$ cat src/verilog/pwm_decode_pkg.sv
package pwm_decode_pkg;

  // Scheme selection codes
  localparam logic [1:0] SCHEME_SIX    = 2'h0;
  localparam logic [1:0] SCHEME_THREE  = 2'h1;
  localparam logic [1:0] SCHEME_SINGLE = 2'h2;
  localparam logic [1:0] SCHEME_INDEP  = 2'h3;

  // Rotor state codes for direction 0
  localparam logic [2:0] ROTOR_STOP  = 3'h0;
  localparam logic [2:0] ROTOR_ALIGN = 3'h7;
  localparam logic [2:0] ROTOR_B_TO_C = 3'h6;
  localparam logic [2:0] ROTOR_A_TO_C = 3'h4;
  localparam logic [2:0] ROTOR_A_TO_B = 3'h5;
  localparam logic [2:0] ROTOR_C_TO_B = 3'h1;
  localparam logic [2:0] ROTOR_C_TO_A = 3'h3;
  localparam logic [2:0] ROTOR_B_TO_A = 3'h2;

  // Gate command value after reset: all gates off
  localparam logic [2:0] GATES_RESET = 3'h0;

  // Per-phase inputs and gate commands, bit 0 = phase A
  typedef struct packed {
    logic [2:0] phase_high_input;
    logic [2:0] phase_low_input;
  } phase_inputs_t;

  typedef struct packed {
    logic [2:0] high_gate_cmd;
    logic [2:0] low_gate_cmd;
  } gate_cmds_t;

endpackage : pwm_decode_pkg

$ cat src/verilog/three_phase_pwm_input_decoder.sv
`timescale 1ns/100ps
`default_nettype none

module three_phase_pwm_input_decoder
  import pwm_decode_pkg::*;
(
  // Clock and reset
  input  wire logic                         sys_clk,
  input  wire logic                         rst_n,
  // Scheme control
  input  wire logic [1:0]                   scheme_select,
  input  wire logic                         freewheel_select_bit,
  // Controller inputs
  input  wire pwm_decode_pkg::phase_inputs_t phase_in,
  // Gate commands
  output var  pwm_decode_pkg::gate_cmds_t   gate_out
);
  import pwm_decode_pkg::*;

  gate_cmds_t gate_nxt;
  logic       pulse;
  logic       dir;
  logic       brake_n;
  logic [2:0] rotor_raw;
  logic [2:0] rotor;

  // Single-input pin roles
  assign pulse     = phase_in.phase_high_input[0];
  assign rotor_raw = {phase_in.phase_low_input[0], phase_in.phase_high_input[1],
                      phase_in.phase_low_input[1]};
  assign dir       = phase_in.phase_high_input[2];
  assign brake_n   = phase_in.phase_low_input[2];
  // Direction 1 reads the complement code; stop and align keep their codes
  assign rotor     = (dir && rotor_raw != ROTOR_STOP && rotor_raw != ROTOR_ALIGN) ?
                     ~rotor_raw : rotor_raw;

  // Source/sink drive for the commutation table
  function automatic gate_cmds_t commutate(input logic [1:0] src, input logic [1:0] snk,
                                           input logic p, input logic fw);
    gate_cmds_t g;
    g = '0;
    g.high_gate_cmd[src] = p;
    g.low_gate_cmd[src]  = fw ? 1'b0 : ~p;
    g.low_gate_cmd[snk]  = 1'b1;
    return g;
  endfunction

  // Single-input commutation decode
  function automatic gate_cmds_t single_decode(input logic [2:0] r, input logic p,
                                               input logic fw);
    gate_cmds_t g;
    g = '0;
    unique case (r)
      ROTOR_STOP:   g = '0;
      ROTOR_ALIGN: begin
        g = commutate(2'h0, 2'h1, p, fw);
        g.low_gate_cmd[2] = 1'b1;
      end
      ROTOR_B_TO_C: g = commutate(2'h1, 2'h2, p, fw);
      ROTOR_A_TO_C: g = commutate(2'h0, 2'h2, p, fw);
      ROTOR_A_TO_B: g = commutate(2'h0, 2'h1, p, fw);
      ROTOR_C_TO_B: g = commutate(2'h2, 2'h1, p, fw);
      ROTOR_C_TO_A: g = commutate(2'h2, 2'h0, p, fw);
      ROTOR_B_TO_A: g = commutate(2'h1, 2'h0, p, fw);
    endcase
    return g;
  endfunction

  // Scheme mapping; selection already resolved upstream
  always_comb begin
    gate_nxt = '0;
    unique case (scheme_select)
      SCHEME_SIX: begin
        gate_nxt.high_gate_cmd = phase_in.phase_high_input & ~phase_in.phase_low_input;
        gate_nxt.low_gate_cmd  = phase_in.phase_low_input & ~phase_in.phase_high_input;
      end
      SCHEME_THREE: begin
        gate_nxt.high_gate_cmd = phase_in.phase_low_input & phase_in.phase_high_input;
        gate_nxt.low_gate_cmd  = phase_in.phase_low_input & ~phase_in.phase_high_input;
      end
      SCHEME_SINGLE: begin
        if (!brake_n) begin
          gate_nxt.high_gate_cmd = 3'h0;
          gate_nxt.low_gate_cmd  = 3'h7;
        end else begin
          gate_nxt = single_decode(rotor, pulse, freewheel_select_bit);
        end
      end
      SCHEME_INDEP: begin
        gate_nxt.high_gate_cmd = phase_in.phase_high_input;
        gate_nxt.low_gate_cmd  = phase_in.phase_low_input;
      end
    endcase
  end

  // Registered gate commands, all off in reset
  always_ff @(posedge sys_clk or negedge rst_n) begin
    if (!rst_n) begin
      gate_out.high_gate_cmd <= GATES_RESET;
      gate_out.low_gate_cmd  <= GATES_RESET;
    end else begin
      gate_out <= gate_nxt;
    end
  end

  // Checks
  AST_SIX_NO_OVERLAP: assert property (@(posedge sys_clk) disable iff (!rst_n)
    scheme_select == SCHEME_SIX |=> (gate_out.high_gate_cmd & gate_out.low_gate_cmd) == 3'h0)
    else $error("six-input drove both gates of a phase");
  AST_SIX_HIGH: assert property (@(posedge sys_clk) disable iff (!rst_n)
    scheme_select == SCHEME_SIX && phase_in.phase_high_input[0] && !phase_in.phase_low_input[0]
    |=> gate_out.high_gate_cmd[0] && !gate_out.low_gate_cmd[0])
    else $error("six-input high not applied");
  AST_THREE_ENABLE: assert property (@(posedge sys_clk) disable iff (!rst_n)
    scheme_select == SCHEME_THREE |=>
    (gate_out.high_gate_cmd | gate_out.low_gate_cmd) == $past(phase_in.phase_low_input))
    else $error("three-input enable mismatch");
  AST_THREE_LEVEL: assert property (@(posedge sys_clk) disable iff (!rst_n)
    scheme_select == SCHEME_THREE && phase_in.phase_low_input[1]
    |=> gate_out.high_gate_cmd[1] == $past(phase_in.phase_high_input[1]))
    else $error("three-input level mismatch");
  AST_BRAKE: assert property (@(posedge sys_clk) disable iff (!rst_n)
    scheme_select == SCHEME_SINGLE && !brake_n
    |=> gate_out.high_gate_cmd == 3'h0 && gate_out.low_gate_cmd == 3'h7)
    else $error("brake not applied");
  AST_STOP: assert property (@(posedge sys_clk) disable iff (!rst_n)
    scheme_select == SCHEME_SINGLE && brake_n && rotor == ROTOR_STOP |=> gate_out == '0)
    else $error("stop state drove a gate");
  AST_A_TO_C: assert property (@(posedge sys_clk) disable iff (!rst_n)
    scheme_select == SCHEME_SINGLE && brake_n && !dir && rotor_raw == 3'h4
    |=> gate_out.high_gate_cmd == {2'b00, $past(pulse)} && gate_out.low_gate_cmd[2])
    else $error("A to C path wrong");
  AST_REVERSE: assert property (@(posedge sys_clk) disable iff (!rst_n)
    scheme_select == SCHEME_SINGLE && brake_n && dir && rotor_raw == 3'h1
    |=> gate_out.low_gate_cmd[2] && gate_out.high_gate_cmd[2] == 1'b0)
    else $error("reverse B to C path wrong");
  AST_FREEWHEEL: assert property (@(posedge sys_clk) disable iff (!rst_n)
    scheme_select == SCHEME_SINGLE && brake_n && freewheel_select_bit && rotor == ROTOR_ALIGN
    |=> !gate_out.low_gate_cmd[0])
    else $error("freewheel low gate not off");
  AST_SYNC_ALIGN: assert property (@(posedge sys_clk) disable iff (!rst_n)
    scheme_select == SCHEME_SINGLE && brake_n && !freewheel_select_bit && rotor == ROTOR_ALIGN
    |=> gate_out.low_gate_cmd[0] == !$past(pulse) && gate_out.low_gate_cmd[2:1] == 2'b11)
    else $error("sync align wrong");
  AST_INDEP: assert property (@(posedge sys_clk) disable iff (!rst_n)
    scheme_select == SCHEME_INDEP |=> gate_out == $past(phase_in))
    else $error("independent pass-through wrong");

  // Six-input and three-input per-phase levels
  AST_SIX_LOW: assert property (@(posedge sys_clk) disable iff (!rst_n)
    scheme_select == SCHEME_SIX && phase_in.phase_low_input[1] && !phase_in.phase_high_input[1]
    |=> gate_out.low_gate_cmd[1] && !gate_out.high_gate_cmd[1])
    else $error("six-input low not applied");
  AST_SIX_BOTH: assert property (@(posedge sys_clk) disable iff (!rst_n)
    scheme_select == SCHEME_SIX && phase_in.phase_low_input[2] && phase_in.phase_high_input[2]
    |=> !gate_out.low_gate_cmd[2] && !gate_out.high_gate_cmd[2])
    else $error("six-input both asserted did not float");
  AST_THREE_FLOAT: assert property (@(posedge sys_clk) disable iff (!rst_n)
    scheme_select == SCHEME_THREE && !phase_in.phase_low_input[2]
    |=> !gate_out.low_gate_cmd[2] && !gate_out.high_gate_cmd[2])
    else $error("three-input disabled phase not floating");

  // Rotor table for direction 0; stop in both directions, align in direction 1
  AST_DIR_STOP: assert property (@(posedge sys_clk) disable iff (!rst_n)
    scheme_select == SCHEME_SINGLE && brake_n && rotor_raw == ROTOR_STOP
    |=> gate_out == '0)
    else $error("stop state with either direction drove a gate");
  AST_DIR_ALIGN: assert property (@(posedge sys_clk) disable iff (!rst_n)
    scheme_select == SCHEME_SINGLE && brake_n && dir && rotor_raw == ROTOR_ALIGN
    |=> gate_out.high_gate_cmd == {2'h0, $past(pulse)}
        && gate_out.low_gate_cmd[2:1] == 2'h3)
    else $error("align with direction 1 wrong");
  AST_B_TO_C: assert property (@(posedge sys_clk) disable iff (!rst_n)
    scheme_select == SCHEME_SINGLE && brake_n && !dir && rotor_raw == ROTOR_B_TO_C
    |=> gate_out.high_gate_cmd == {1'h0, $past(pulse), 1'h0}
        && gate_out.low_gate_cmd[2] && !gate_out.low_gate_cmd[0])
    else $error("B to C path wrong");
  AST_A_TO_B: assert property (@(posedge sys_clk) disable iff (!rst_n)
    scheme_select == SCHEME_SINGLE && brake_n && !dir && rotor_raw == ROTOR_A_TO_B
    |=> gate_out.high_gate_cmd == {2'h0, $past(pulse)}
        && gate_out.low_gate_cmd[1] && !gate_out.low_gate_cmd[2])
    else $error("A to B path wrong");
  AST_C_TO_B: assert property (@(posedge sys_clk) disable iff (!rst_n)
    scheme_select == SCHEME_SINGLE && brake_n && !dir && rotor_raw == ROTOR_C_TO_B
    |=> gate_out.high_gate_cmd == {$past(pulse), 2'h0}
        && gate_out.low_gate_cmd[1] && !gate_out.low_gate_cmd[0])
    else $error("C to B path wrong");
  AST_C_TO_A: assert property (@(posedge sys_clk) disable iff (!rst_n)
    scheme_select == SCHEME_SINGLE && brake_n && !dir && rotor_raw == ROTOR_C_TO_A
    |=> gate_out.high_gate_cmd == {$past(pulse), 2'h0}
        && gate_out.low_gate_cmd[0] && !gate_out.low_gate_cmd[1])
    else $error("C to A path wrong");
  AST_B_TO_A: assert property (@(posedge sys_clk) disable iff (!rst_n)
    scheme_select == SCHEME_SINGLE && brake_n && !dir && rotor_raw == ROTOR_B_TO_A
    |=> gate_out.high_gate_cmd == {1'h0, $past(pulse), 1'h0}
        && gate_out.low_gate_cmd[0] && !gate_out.low_gate_cmd[2])
    else $error("B to A path wrong");
  AST_SYNC_SOURCE: assert property (@(posedge sys_clk) disable iff (!rst_n)
    scheme_select == SCHEME_SINGLE && brake_n && !freewheel_select_bit
    && rotor == ROTOR_B_TO_C
    |=> gate_out.low_gate_cmd[1] == !$past(pulse))
    else $error("sourcing low gate not inverted pulse");

  // Main scenarios
  COV_BRAKE: cover property (@(posedge sys_clk) disable iff (!rst_n)
    scheme_select == SCHEME_SINGLE && !brake_n);
  COV_REVERSE: cover property (@(posedge sys_clk) disable iff (!rst_n)
    scheme_select == SCHEME_SINGLE && dir && brake_n && rotor == ROTOR_B_TO_A);
  COV_THREE_FLOAT: cover property (@(posedge sys_clk) disable iff (!rst_n)
    scheme_select == SCHEME_THREE && phase_in.phase_low_input == 3'h0);
  COV_INDEP_BOTH: cover property (@(posedge sys_clk) disable iff (!rst_n)
    scheme_select == SCHEME_INDEP && (phase_in.phase_high_input & phase_in.phase_low_input) != 3'h0);
  COV_REVERSE_ALIGN: cover property (@(posedge sys_clk) disable iff (!rst_n)
    scheme_select == SCHEME_SINGLE && dir && brake_n && rotor_raw == ROTOR_ALIGN);

endmodule // three_phase_pwm_input_decoder

`default_nettype wire

$ cat config.mk
export PLATFORM = sky130hd
export DESIGN_NAME = three_phase_pwm_input_decoder
export DESIGN_NICKNAME = d
export VERILOG_FILES = /design/src/verilog/pwm_decode_pkg.sv /design/src/verilog/three_phase_pwm_input_decoder.sv
export SDC_FILE = /design/constraint.sdc
export NUM_CORES = 1
export LEC_CHECK = 0
export BUFFER_PORTS_ARGS = -buffer_cell sky130_fd_sc_hd__buf_2
export CAP_MARGIN = 15
export CORE_AREA = 5 5 42 44
export CTS_BUF_LIST = sky130_fd_sc_hd__clkbuf_4
export CTS_CLUSTER_SIZE = 16
export DETAILED_ROUTE_END_ITERATION = 12
export DIE_AREA = 0 0 47 49
export GPL_ROUTABILITY_DRIVEN = 0
export PLACE_DENSITY = 0.7
export SLEW_MARGIN = 20
export SYNTH_ARGS = -nofsm -noshare
export SYNTH_HDL_FRONTEND = slang
export SYNTH_SLANG_ARGS = --single-unit
$ cat constraint.sdc
create_clock -name sys_clk -period 0.8 [get_ports sys_clk]
set_input_delay 0.04 -clock sys_clk [delete_from_list [all_inputs] [get_ports sys_clk]]
set_output_delay 0.04 -clock sys_clk [all_outputs]
set_load 0.02 [all_outputs]
; ---- After elaboration in Yosys (flattened, before gate mapping)
; Index checks and enable logic that the tools add are counted.
[totals]
in_bits = 11
word_cells = 30
regBits = 6
out_inout_bits = 6
[op_classes]
n_bitwise = 7
reduce_logical = 5
mux = 5
eq_ne = 11
[ops]
columns = cell, count
row1 = $pmux W6 S8, 1
row2 = $pmux W6 S4, 1
row3 = $eq A3 B3 Y1 const B, 4
row4 = $and A3 B3 Y3, 3
row5 = $not A3 Y3, 3
row6 = $eq A3 B2 Y1 const B, 2
row7 = $mux W6, 1
row8 = $eq A2 B2 Y1 const B, 2
row9 = $eq A3 B1 Y1 const B, 1
row10 = $logic_not A3 Y1, 1
row11 = $mux W3, 1
row12 = $ne A3 B3 Y1 const B, 1
row13 = $reduce_bool A3 Y1, 1
row14 = $eq A2 B1 Y1 const B, 1
row15 = $logic_and A1 B1 Y1, 2
row16 = $logic_not A2 Y1, 1
row17 = $mux W1, 1
row18 = $not A1 Y1, 1

; ---- Depth between registers and ports, before layout
; Gate-level depths: netlist (run 1).
[depth]
depth_word = 8
ltp_mapped = 5
depth_no_buf = 4

; ---- Least setup slack after synthesis (run 1)
; No wires, ideal clock.
[synth_timing]
path_type = input-to-reg
from = input phase_in[5] (netlist name)
to = register gate_out[1] (netlist name)
arrival_ns = 0.722
required_ns = 0.668
setup_time_ns = 0.132
setup_slack_ns = -0.054
stages = 5
n_path_buf = 1
cell_sequence = buf_2 > inv_1 > mux2_2 > nand2_1 > a31oi_1
[synth_rtl]
columns = element, line_no
row1 = "start, declared", three_phase_pwm_input_decoder.sv:14  ; input wire pwm_decode_pkg::phase_inputs_t phase_in,
row2 = "end signal, assigned", three_phase_pwm_input_decoder.sv:102  ; gate_out <= gate_nxt;
row3 = "end, declared", three_phase_pwm_input_decoder.sv:16  ; output var pwm_decode_pkg::gate_cmds_t gate_out

; ---- Final worst setup path (run 1)
[layout_timing]
from = register gate_out[2] (netlist name)
to = output gate_out[2] (netlist name)
; No word-level cell between the ends.

==> metrics, run 1 <==
Via density=5.08; Setup Viol. Count Final=0; gr ovfl total=0; Final Core Density=54.5%; total power=roughly 970 uW; RSZ-0062 raised after global routing=true; cell taking the most area after synthesis=dfrtp_1; number of cells on the critical path=1; Root Buffer Master=clkbuf_4; synthesized instance count=56; Clk pwr share=27.9%; DP Wirelength=between 1 and 1.5 mm; Top reg by flops=gate_out; Max VDD drop=0.000472 V; Die Ht=49 um; max-slew violation count=0; Slew HR=81.1%; number of global-route vias before repair=499; Post-CTS Setup Inserts=0; fill count=148; largest net degree at the start of global routing=11; pre-CTS worst setup slack=-0.159 ns; Worst-path clk slew=0.04 ns; core area=between 1000 and 1500 sq um; TNS Setup=0 ns; WP data required=0.76 ns; worst hold path type=input pin to flop; Power Density=1280 nW/um^2; kind of critical path=flop to primary output; EDFF count, synth=0; register bit total from synthesis=6; via count=538; Min Clock Period, post-route=0.782 ns; status=finished clean; share of post-route cells with drive strength above 1=a little under half; Finished Layout Cells=106; Syn Area/Cell=8.24 sq um; Worst setup startpoint=gate_out[2]; largest cells by area after synthesis=dfrtp_1 33%, nand2_1 5.7%, o21ai_0 4.3%, nor2_1 4.1%, xnor2_1 3.8%; CTS tree=done; Final nets=around 100; cell family with most CP delay=flip-flops; Syn. warnings=0; remaining routing DRC violations=0; Largest register FFs=6; crit-path cells=buf_6; Setup crit end kind=primary output; Net Sw Frac=29.4%; Post-synth ARST share=100%; Synth top area share=~33%; drt wl/cell=12.2 um; post-route cell area=763 sq um; worst path arrival time=0.74 ns; footprint of the multi-input gates=~290 sq um; Core Rows=14; Longest Clk Path Bufs=2; Initial Utilization=32.9%; initial DRC count=10; Final Cycle Share=97.8%; Setup WS post-layout=0.0178 ns; mapped cell area=462 sq um; combinational share of power=37.1%; crit-path max FO=1; diodes inserted=0; biggest regs=gate_out x6; P_leak=~0.36 nW; gr usage total=12.6%; Setup crit end=gate_out[2]; sequential share of the synthesized area=32.5%; dpl cells=102; register area=150 sq um; final wirelength=roughly 1.3 mm; Worst-Margin Slew=0.282 ns; NetSw=287 uW; CTS H-Tree Depth=1; drt pass-1 iters=4; CTS Sinks=6; maxcap violations=0; Hold Vio Cnt, Final=0; Buffers & Inverters on Critical Path=1; Hold WS=0.135 ns; Main synth FF type=dfrtp_1; CTS buffer count=3; Internal=688 uW; crit-path max cell delay=between 0.3 and 0.4 ns; Critical Path Slowest Stage Cell=dfrtp_1; first-pass GRT wire length=2.06 mm; Syn Nets=67; Die Span X=about 47 um; DIE AREA=2300 sq um; IO Pins=17; min-delay src=scheme_select[0]; IO buf count=16; initial antenna violation count=0; register share of total power=35.0%; f_max=1280 MHz; Setup crit start kind=flop; dpl cell area=approximately 670 sq um; Layout area overhead=65.3%; Post-DRT Antenna Nets=0; Synth cell types=29
## synth_stat cells, drive strengths merged (2+ instances only)
| cell | n |
|---|---|
| nor2b | 2 |
| and2b | 2 |
| buf | 3 |
| xnor2 | 2 |
| nor2 | 5 |
| nand2 | 7 |
| dfrtp | 6 |
| a21oi | 3 |
| a31oi | 2 |
| o21ai | 5 |
| inv | 5 |
## area by class of cell
| cell class | count | area share (%) |
|---|---|---|
| repair buffers | 34 | 33.8 |
| clock buffers | 3 | 2.95 |
| inverters | 5 | 2.46 |
| well taps | 16 | 2.62 |
| flip-flops and latches | 6 | 19.7 |
| multi-input cells | 42 | 38.5 |
## logic make-up after synthesis
logic type      synth area share (%)
compound gates                  32.8
xor+xnor                        3.79
buf+inv                         7.86
flops                           32.5
mux                             2.44
simple gates                    20.6
## timing repair
action	4_1_cts	5_1_grt
endpoints found under the setup margin	2	6
hold buffers	1	0
endpoints found under the hold margin	6	0
gates resized for setup	4	11
## worst min-delay path by stage
stage	slack (ns)	end	cells after the start
2_1_floorplan	-0.26	gate_out[0]	0
3_3_place_gp	-0.14	gate_out[3]	1
3_5_place_dp	-0.13	gate_out[3]	1
4_1_cts	0.12	gate_out[2]	3
5_1_grt	0.15	gate_out[2]	3
6_report	0.13	gate_out[2]	3
## cell usage in the layout, fill, tap and decap left out, types with 3 or more instances in the layout
cell,netlist,layout
a21oi_1,3,3
buf_2,2,9
buf_4,1,17
buf_6,0,6
clkbuf_4,0,4
dfrtp_1,6,6
inv_1,4,3
nand2_1,7,7
nor2_1,5,5
o21ai_0,4,4
## power groups by stage
stage / Combinational, mW / Sequential (mW) / Clock (mW)
floorplan: 0.133 / 0.375 / 0
global placement: 0.308 / 0.339 / 0
detailed placement: 0.316 / 0.339 / 0
CTS: 0.330 / 0.337 / 0.288
global route: 0.394 / 0.343 / 0.305
finish: 0.361 / 0.341 / 0.272
## layer usage
metal / vias to the layer above / GRT usage, % / part of all wire (%)
met5: - / 0 / 0
met4: 0 / 11.1 / 2.9
met3: 4 / 0 / 6.5
met2: 24 / 19.5 / 50
met1: 241 / 15.1 / 40
li1: 269 / - / -
No activity file was read; power rests on OpenSTA's default activity.
==> run 2, diff against run 1 <==
--- a/config.mk
+++ b/config.mk
@@ -7,11 +7,12 @@
 export LEC_CHECK = 0
 export BUFFER_PORTS_ARGS = -buffer_cell sky130_fd_sc_hd__buf_2
 export CAP_MARGIN = 15
-export CORE_AREA = 5 5 42 44
+export CORE_AREA = 2 2 39 41
 export CTS_BUF_LIST = sky130_fd_sc_hd__clkbuf_4
+export CTS_CLUSTER_DIAMETER = 30
 export CTS_CLUSTER_SIZE = 16
 export DETAILED_ROUTE_END_ITERATION = 12
-export DIE_AREA = 0 0 47 49
+export DIE_AREA = 0 0 41 43
 export GPL_ROUTABILITY_DRIVEN = 0
 export PLACE_DENSITY = 0.7
 export SLEW_MARGIN = 20
==> run 2 against run 1 <==
Against the previous run:
- combinational power down 7.2%
- final cell count down 2.8%
- first-iteration DRC count down 10%
- critical path depth unchanged
- flip-flop and latch count unchanged
- largest cell class unchanged
- clock power down 2%
- sequential power about the same
- global-route usage up 3.2 points
- non-clock buffer count down 3
- fmax up 0.63%
==> metrics, run 2 (synthesis results as in run 1) <==
IO buf count=16 (unchanged); maxcap violations=0 (unchanged); Worst-path clk slew=0.04 ns (about the same); max-slew violation count=0 (unchanged); NetSw=270 uW (-6.0%); Worst-Margin Slew=0.230 ns (-0.0519 ns); Power Density=1310 nW/um^2 (+2.3%); pre-CTS worst setup slack=-0.172 ns (-0.0133 ns); first-pass GRT wire length=1.95 mm (-5.7%); Internal=674 uW (-2.1%); gr ovfl total=0 (unchanged); dpl cells=99 (-2.9%); P_leak=0.344 nW (-4.3%); initial DRC count=9 (-1); drt pass-1 iters=4 (unchanged); Setup Viol. Count Final=0 (unchanged); TNS Setup=0 ns (unchanged); share of post-route cells with drive strength above 1=44.8% (-3.0 points); CTS tree=done; Critical Path Slowest Stage Cell=dfrtp_1; status=finished clean; Hold Vio Cnt, Final=0 (unchanged); most common cell after layout, fill and taps aside=buf_4; Die Ht=43 um (-12%); leading cell types in the layout, fill and taps excluded=14 x buf_4, 9 x buf_2, 7 x nand2_1; Via density=5.00 (-1.5%); via count=515 (-4.3%); CTS H-Tree Depth=1 (unchanged); f_max=1290 MHz (+0.63%); worst path arrival time=0.74 ns (about the same); final wirelength=1.11 mm (-14%); crit-path max cell delay=0.37 ns (about the same); Setup crit end=gate_out[2]; kind of critical path=flop to primary output; Net Sw Frac=28.6% (-0.84 points); Setup crit end kind=primary output; core area=1380 sq um (-1.2%); RSZ-0062 raised after global routing=true; Post-CTS Setup Inserts=0 (unchanged); largest net degree at the start of global routing=10 (-1); Min Clock Period, post-route=0.777 ns (-0.00490 ns); initial antenna violation count=0 (unchanged); Post-DRT Antenna Nets=0 (unchanged); total power=943 uW (-3.2%); Worst setup startpoint=gate_out[2]; Die Span X=41 um (-13%); Buffers & Inverters on Critical Path=1 (unchanged); Max VDD drop=0.000339 V (-28%); crit-path cells=buf_6; DIE AREA=1760 sq um (-23%); Slew HR=84.4% (+3.3 points); Largest register FFs=6 (unchanged); CTS Sinks=6 (unchanged); gr usage total=15.8% (+3.2 points); Final Cycle Share=97.2% (-0.61 points); hold depth=3 (unchanged); number of global-route vias before repair=494 (-1.0%); Top reg by flops=gate_out; worst hold path type=input pin to flop; number of cells on the critical path=1 (unchanged); Root Buffer Master=clkbuf_4; Final nets=100 (-2.9%); crit-path max FO=1 (unchanged); Layout area overhead=56.4%; Setup crit start kind=flop; remaining routing DRC violations=0 (unchanged); cell family with most CP delay=flip-flops; Longest Clk Path Bufs=2 (unchanged); CTS buffer count=3 (unchanged); Setup WS post-layout=0.0227 ns (+0.00490 ns); biggest regs=gate_out x6; WP data required=0.76 ns (about the same); IO Pins=17 (unchanged); Initial Utilization=33.4% (+0.42 points); Clk pwr share=28.3% (+0.4 points); diodes inserted=0 (unchanged); DP Wirelength=943 um (-14%); register share of total power=36.2% (+1.2 points); Core Rows=14 (unchanged); drt wl/cell=10.8 um (-12%); Finished Layout Cells=103 (-2.8%); combinational share of power=35.6% (-1.5 points)
-- run 2: per-layer routing --
layer  global-route usage [%]  wire length [um]  up-vias
met1                     17.8               474      235
li1                         -                 -      265
met2                     27.2               568       13
met3                        0                58        2
met5                        0                 0        -
met4                     10.0                 9        0
-- run 2: worst min-delay path by stage --
stage / start / end / slack [ns]
after CTS: phase_in[3] / gate_out[3] / 0.09
after detailed placement: rst_n / gate_out[1] / -0.14
after floorplan: rst_n / gate_out[0] / -0.26
final: phase_in[2] / gate_out[2] / 0.10
after global routing: phase_in[3] / gate_out[3] / 0.10
after global placement: rst_n / gate_out[1] / -0.14
-- run 2: layout make-up --
type / instances / area [sq um]
sequential: 6 / 150
inverter: 5 / 18.8
timing repair buffer: 31 / 235
clock buffer: 3 / 22.5
tap: 16 / 20.0
fill: 131 / 662
multi-input combinational: 42 / 275
-- run 2: power groups by stage --
stage,Combinational (mW),Clock (mW),Sequential (mW)
floorplan,0.133,0,0.375
global placement,0.297,0,0.339
detailed placement,0.300,0,0.339
CTS,0.305,0.271,0.335
global route,0.373,0.297,0.345
finish,0.335,0.267,0.341
-- run 2: what timing repair did --
item | 4_1_cts | 5_1_grt
resized for setup | 0 | 13
hold endpoints to repair | 6 | 0
hold buffers | 1 | 0
setup endpoints to repair | 0 | 7
-- run 2: through the flow --
stage               util (%)  instance area (sq um)  hold WS [ns]
global placement        46.9                    649        -0.139
CTS                     49.3                    682        0.0944
floorplan                  -                    468        -0.256
finish                  52.2                    722         0.103
global route            52.2                    722         0.101
detailed placement      46.9                    649        -0.135
==> run 3, diff against run 2 <==
--- a/config.mk
+++ b/config.mk
@@ -5,7 +5,8 @@
 export SDC_FILE = /design/constraint.sdc
 export NUM_CORES = 1
 export LEC_CHECK = 0
-export BUFFER_PORTS_ARGS = -buffer_cell sky130_fd_sc_hd__buf_2
+export ABC_AREA = 1
+export BUFFER_PORTS_ARGS = -buffer_cell sky130_fd_sc_hd__buf_4
 export CAP_MARGIN = 15
 export CORE_AREA = 2 2 39 41
 export CTS_BUF_LIST = sky130_fd_sc_hd__clkbuf_4
==> run 3 against run 2 <==
Against the previous run:
- sequential power hardly changed
- critical path depth did not move
- synthesized area grew 1.4%
- sequential share of layout area increased by 0.59 points
- largest power group unchanged
- highest routed layer unchanged
==> metrics, run 3 <==
Final Core Density=50.7% (-1.4 points); Top reg by flops=gate_out; Final nets=109 (+9.0%); IO buf count=16 (unchanged); Setup crit end kind=primary output; Setup WS post-layout=0.0262 ns (+0.00353 ns); worst path arrival time=0.73 ns (about the same); footprint of the multi-input gates=254 sq um (-7.7%); register bit total from synthesis=6 (unchanged); P_leak=0.375 nW (+8.9%); mapped cell area=468 sq um (+1.4%); gr usage total=13.8% (-2.0 points); largest net degree at the start of global routing=9 (-1); initial DRC count=10 (+1); Main synth FF type=dfrtp_1; Root Buffer Master=clkbuf_4; Setup crit start kind=flop; Slew HR=82.4% (-2.0 points); CTS Sinks=6 (unchanged); WP data required=0.76 ns (about the same); EDFF count, synth=0 (unchanged); cell taking the most area after synthesis=dfrtp_1; Initial Utilization=33.8% (+0.45 points); total power=938 uW (-0.54%); DP Wirelength=921 um (-2.3%); Finished Layout Cells=112 (+8.7%); Worst-Margin Slew=0.264 ns (+0.0332 ns); Largest register FFs=6 (unchanged); crit-path cells=buf_6; Buffers & Inverters on Critical Path=1 (unchanged); gr ovfl total=0 (unchanged); CTS H-Tree Depth=1 (unchanged); largest cells by area after synthesis=dfrtp_1 32%, nand3_1 12%, inv_1 8.8%, o21ai_0 7.5%, nand2_1 7.2%; Power Density=1340 nW/um^2 (+2.3%); drt wl/cell=9.61 um (-11%); Final Cycle Share=96.7% (-0.44 points); cell family with most CP delay=flip-flops; via count=541 (+5.0%); Synth top area share=32.1% (-0.43 points); diodes inserted=0 (unchanged); Commonest cells post-synth=11 x inv_1, 11 x nand3_1, 9 x nand2_1, 7 x o21ai_0; RSZ-0062 raised after global routing=true; CTS buffer count=3 (unchanged); pre-CTS worst setup slack=-0.190 ns (-0.0177 ns); share of post-route cells with drive strength above 1=38.5% (-6.3 points); first-pass GRT wire length=1.70 mm (-12%); synthesized instance count=71 (+27%); Hold Vio Cnt, Final=0 (unchanged); f_max=1290 MHz (+0.46%); status=finished clean; dpl cells=108 (+9.1%); Post-synth ARST share=100% (unchanged); crit-path max cell delay=0.37 ns (about the same); Critical Path Slowest Stage Cell=dfrtp_1; number of cells on the critical path=1 (unchanged); TNS Setup=0 ns (unchanged); Worst-path clk slew=0.04 ns (about the same); kind of critical path=flop to primary output; biggest regs=gate_out x6; Via density=4.83 (-3.4%); final wirelength=1.08 mm (-3.2%); crit-path max FO=1 (unchanged); sequential share of the synthesized area=32.1% (-0.43 points); maxcap violations=0 (unchanged); Syn. warnings=0 (unchanged); IO Pins=17 (unchanged); Post-DRT Antenna Nets=0 (unchanged); fill count=141 (+7.6%); Core Rows=14 (unchanged); most common cell after layout, fill and taps aside=buf_4; core area=1380 sq um (unchanged); remaining routing DRC violations=0 (unchanged); Synth cell types=15 (-48%); initial antenna violation count=0 (unchanged); Layout area overhead=50.0%; Syn Nets=82 (+22%); DIE AREA=1760 sq um (unchanged); Longest Clk Path Bufs=2 (unchanged); Max VDD drop=0.000443 V (+30%); Setup Viol. Count Final=0 (unchanged); Die Ht=43 um (unchanged); max-slew violation count=0 (unchanged); drt pass-1 iters=4 (unchanged); leading cell types in the layout, fill and taps excluded=16 x buf_4, 11 x nand3_1, 10 x inv_1; number of global-route vias before repair=514 (+4.0%); worst hold path type=input pin to async pin; Syn Area/Cell=6.59 sq um (-20%); Min Clock Period, post-route=0.774 ns (-0.00353 ns); CTS tree=done; Die Span X=41 um (unchanged); register area=150 sq um (unchanged)
run 3: cell count changes after synthesis, sizes merged, moves of 3 or more:
cell	previous run	this run
nand3	0	12
nand2	7	13
a22oi	0	3
inv	5	14
o21ai	5	10
run 3: layout make-up:
cell class                      instances  share of cell area [%]
Tap cell                               16                    2.85
Clock buffer                            3                    3.21
Inverter                               15                    8.20
Multi-Input combinational cell         49                    36.2
Sequential cell                         6                    21.4
Timing Repair Buffer                   23                    28.2
run 3: final timing paths:
check,start,end,slack (ns)
min,rst_n,gate_out[3],0.15
min in group sys_clk,phase_in[3],gate_out[3],0.15
max in group asynchronous,rst_n,gate_out[0],0.54
max,gate_out[5],gate_out[5],0.03
run 3: logic make-up (layout without fill, tap and decap cells):
logic type	count (synthesis)	after routing	share of synthesized area [%]
AOI/OAI and AO/OA	17	17	19.8
and+or+nand+nor	32	32	33.7
buffers and inverters	16	41	14.4
DFF	6	6	32.1
run 3: power breakdown:
group	total [mW]	internal [mW]	switching [mW]
registers	0.341	0.330	0.0111
clock network	0.263	0.169	0.0940
logic	0.334	0.155	0.179
run 3: through the flow:
stage                     instance area, sq um  hold WS (ns)
final                                      702         0.148
after global routing                       702         0.154
after CTS                                  679         0.133
after detailed placement                   643        -0.151
after global placement                     643        -0.153
after floorplan                            469        -0.256
run 3: timing repair:
action,in CTS,in global routing
resized for setup,1,6
setup endpoints to repair,1,7
buffers inserted,0,0
hold buffers,1,0
hold endpoints to repair,6,0
run 3: routing by layer:
metal	share of wire, %	track usage [%]	wire [um]
met4	4.7	13.3	51
met3	6.5	1.57	70
met2	49	22.2	530
met1	39	14.1	423
met5	0	0	0
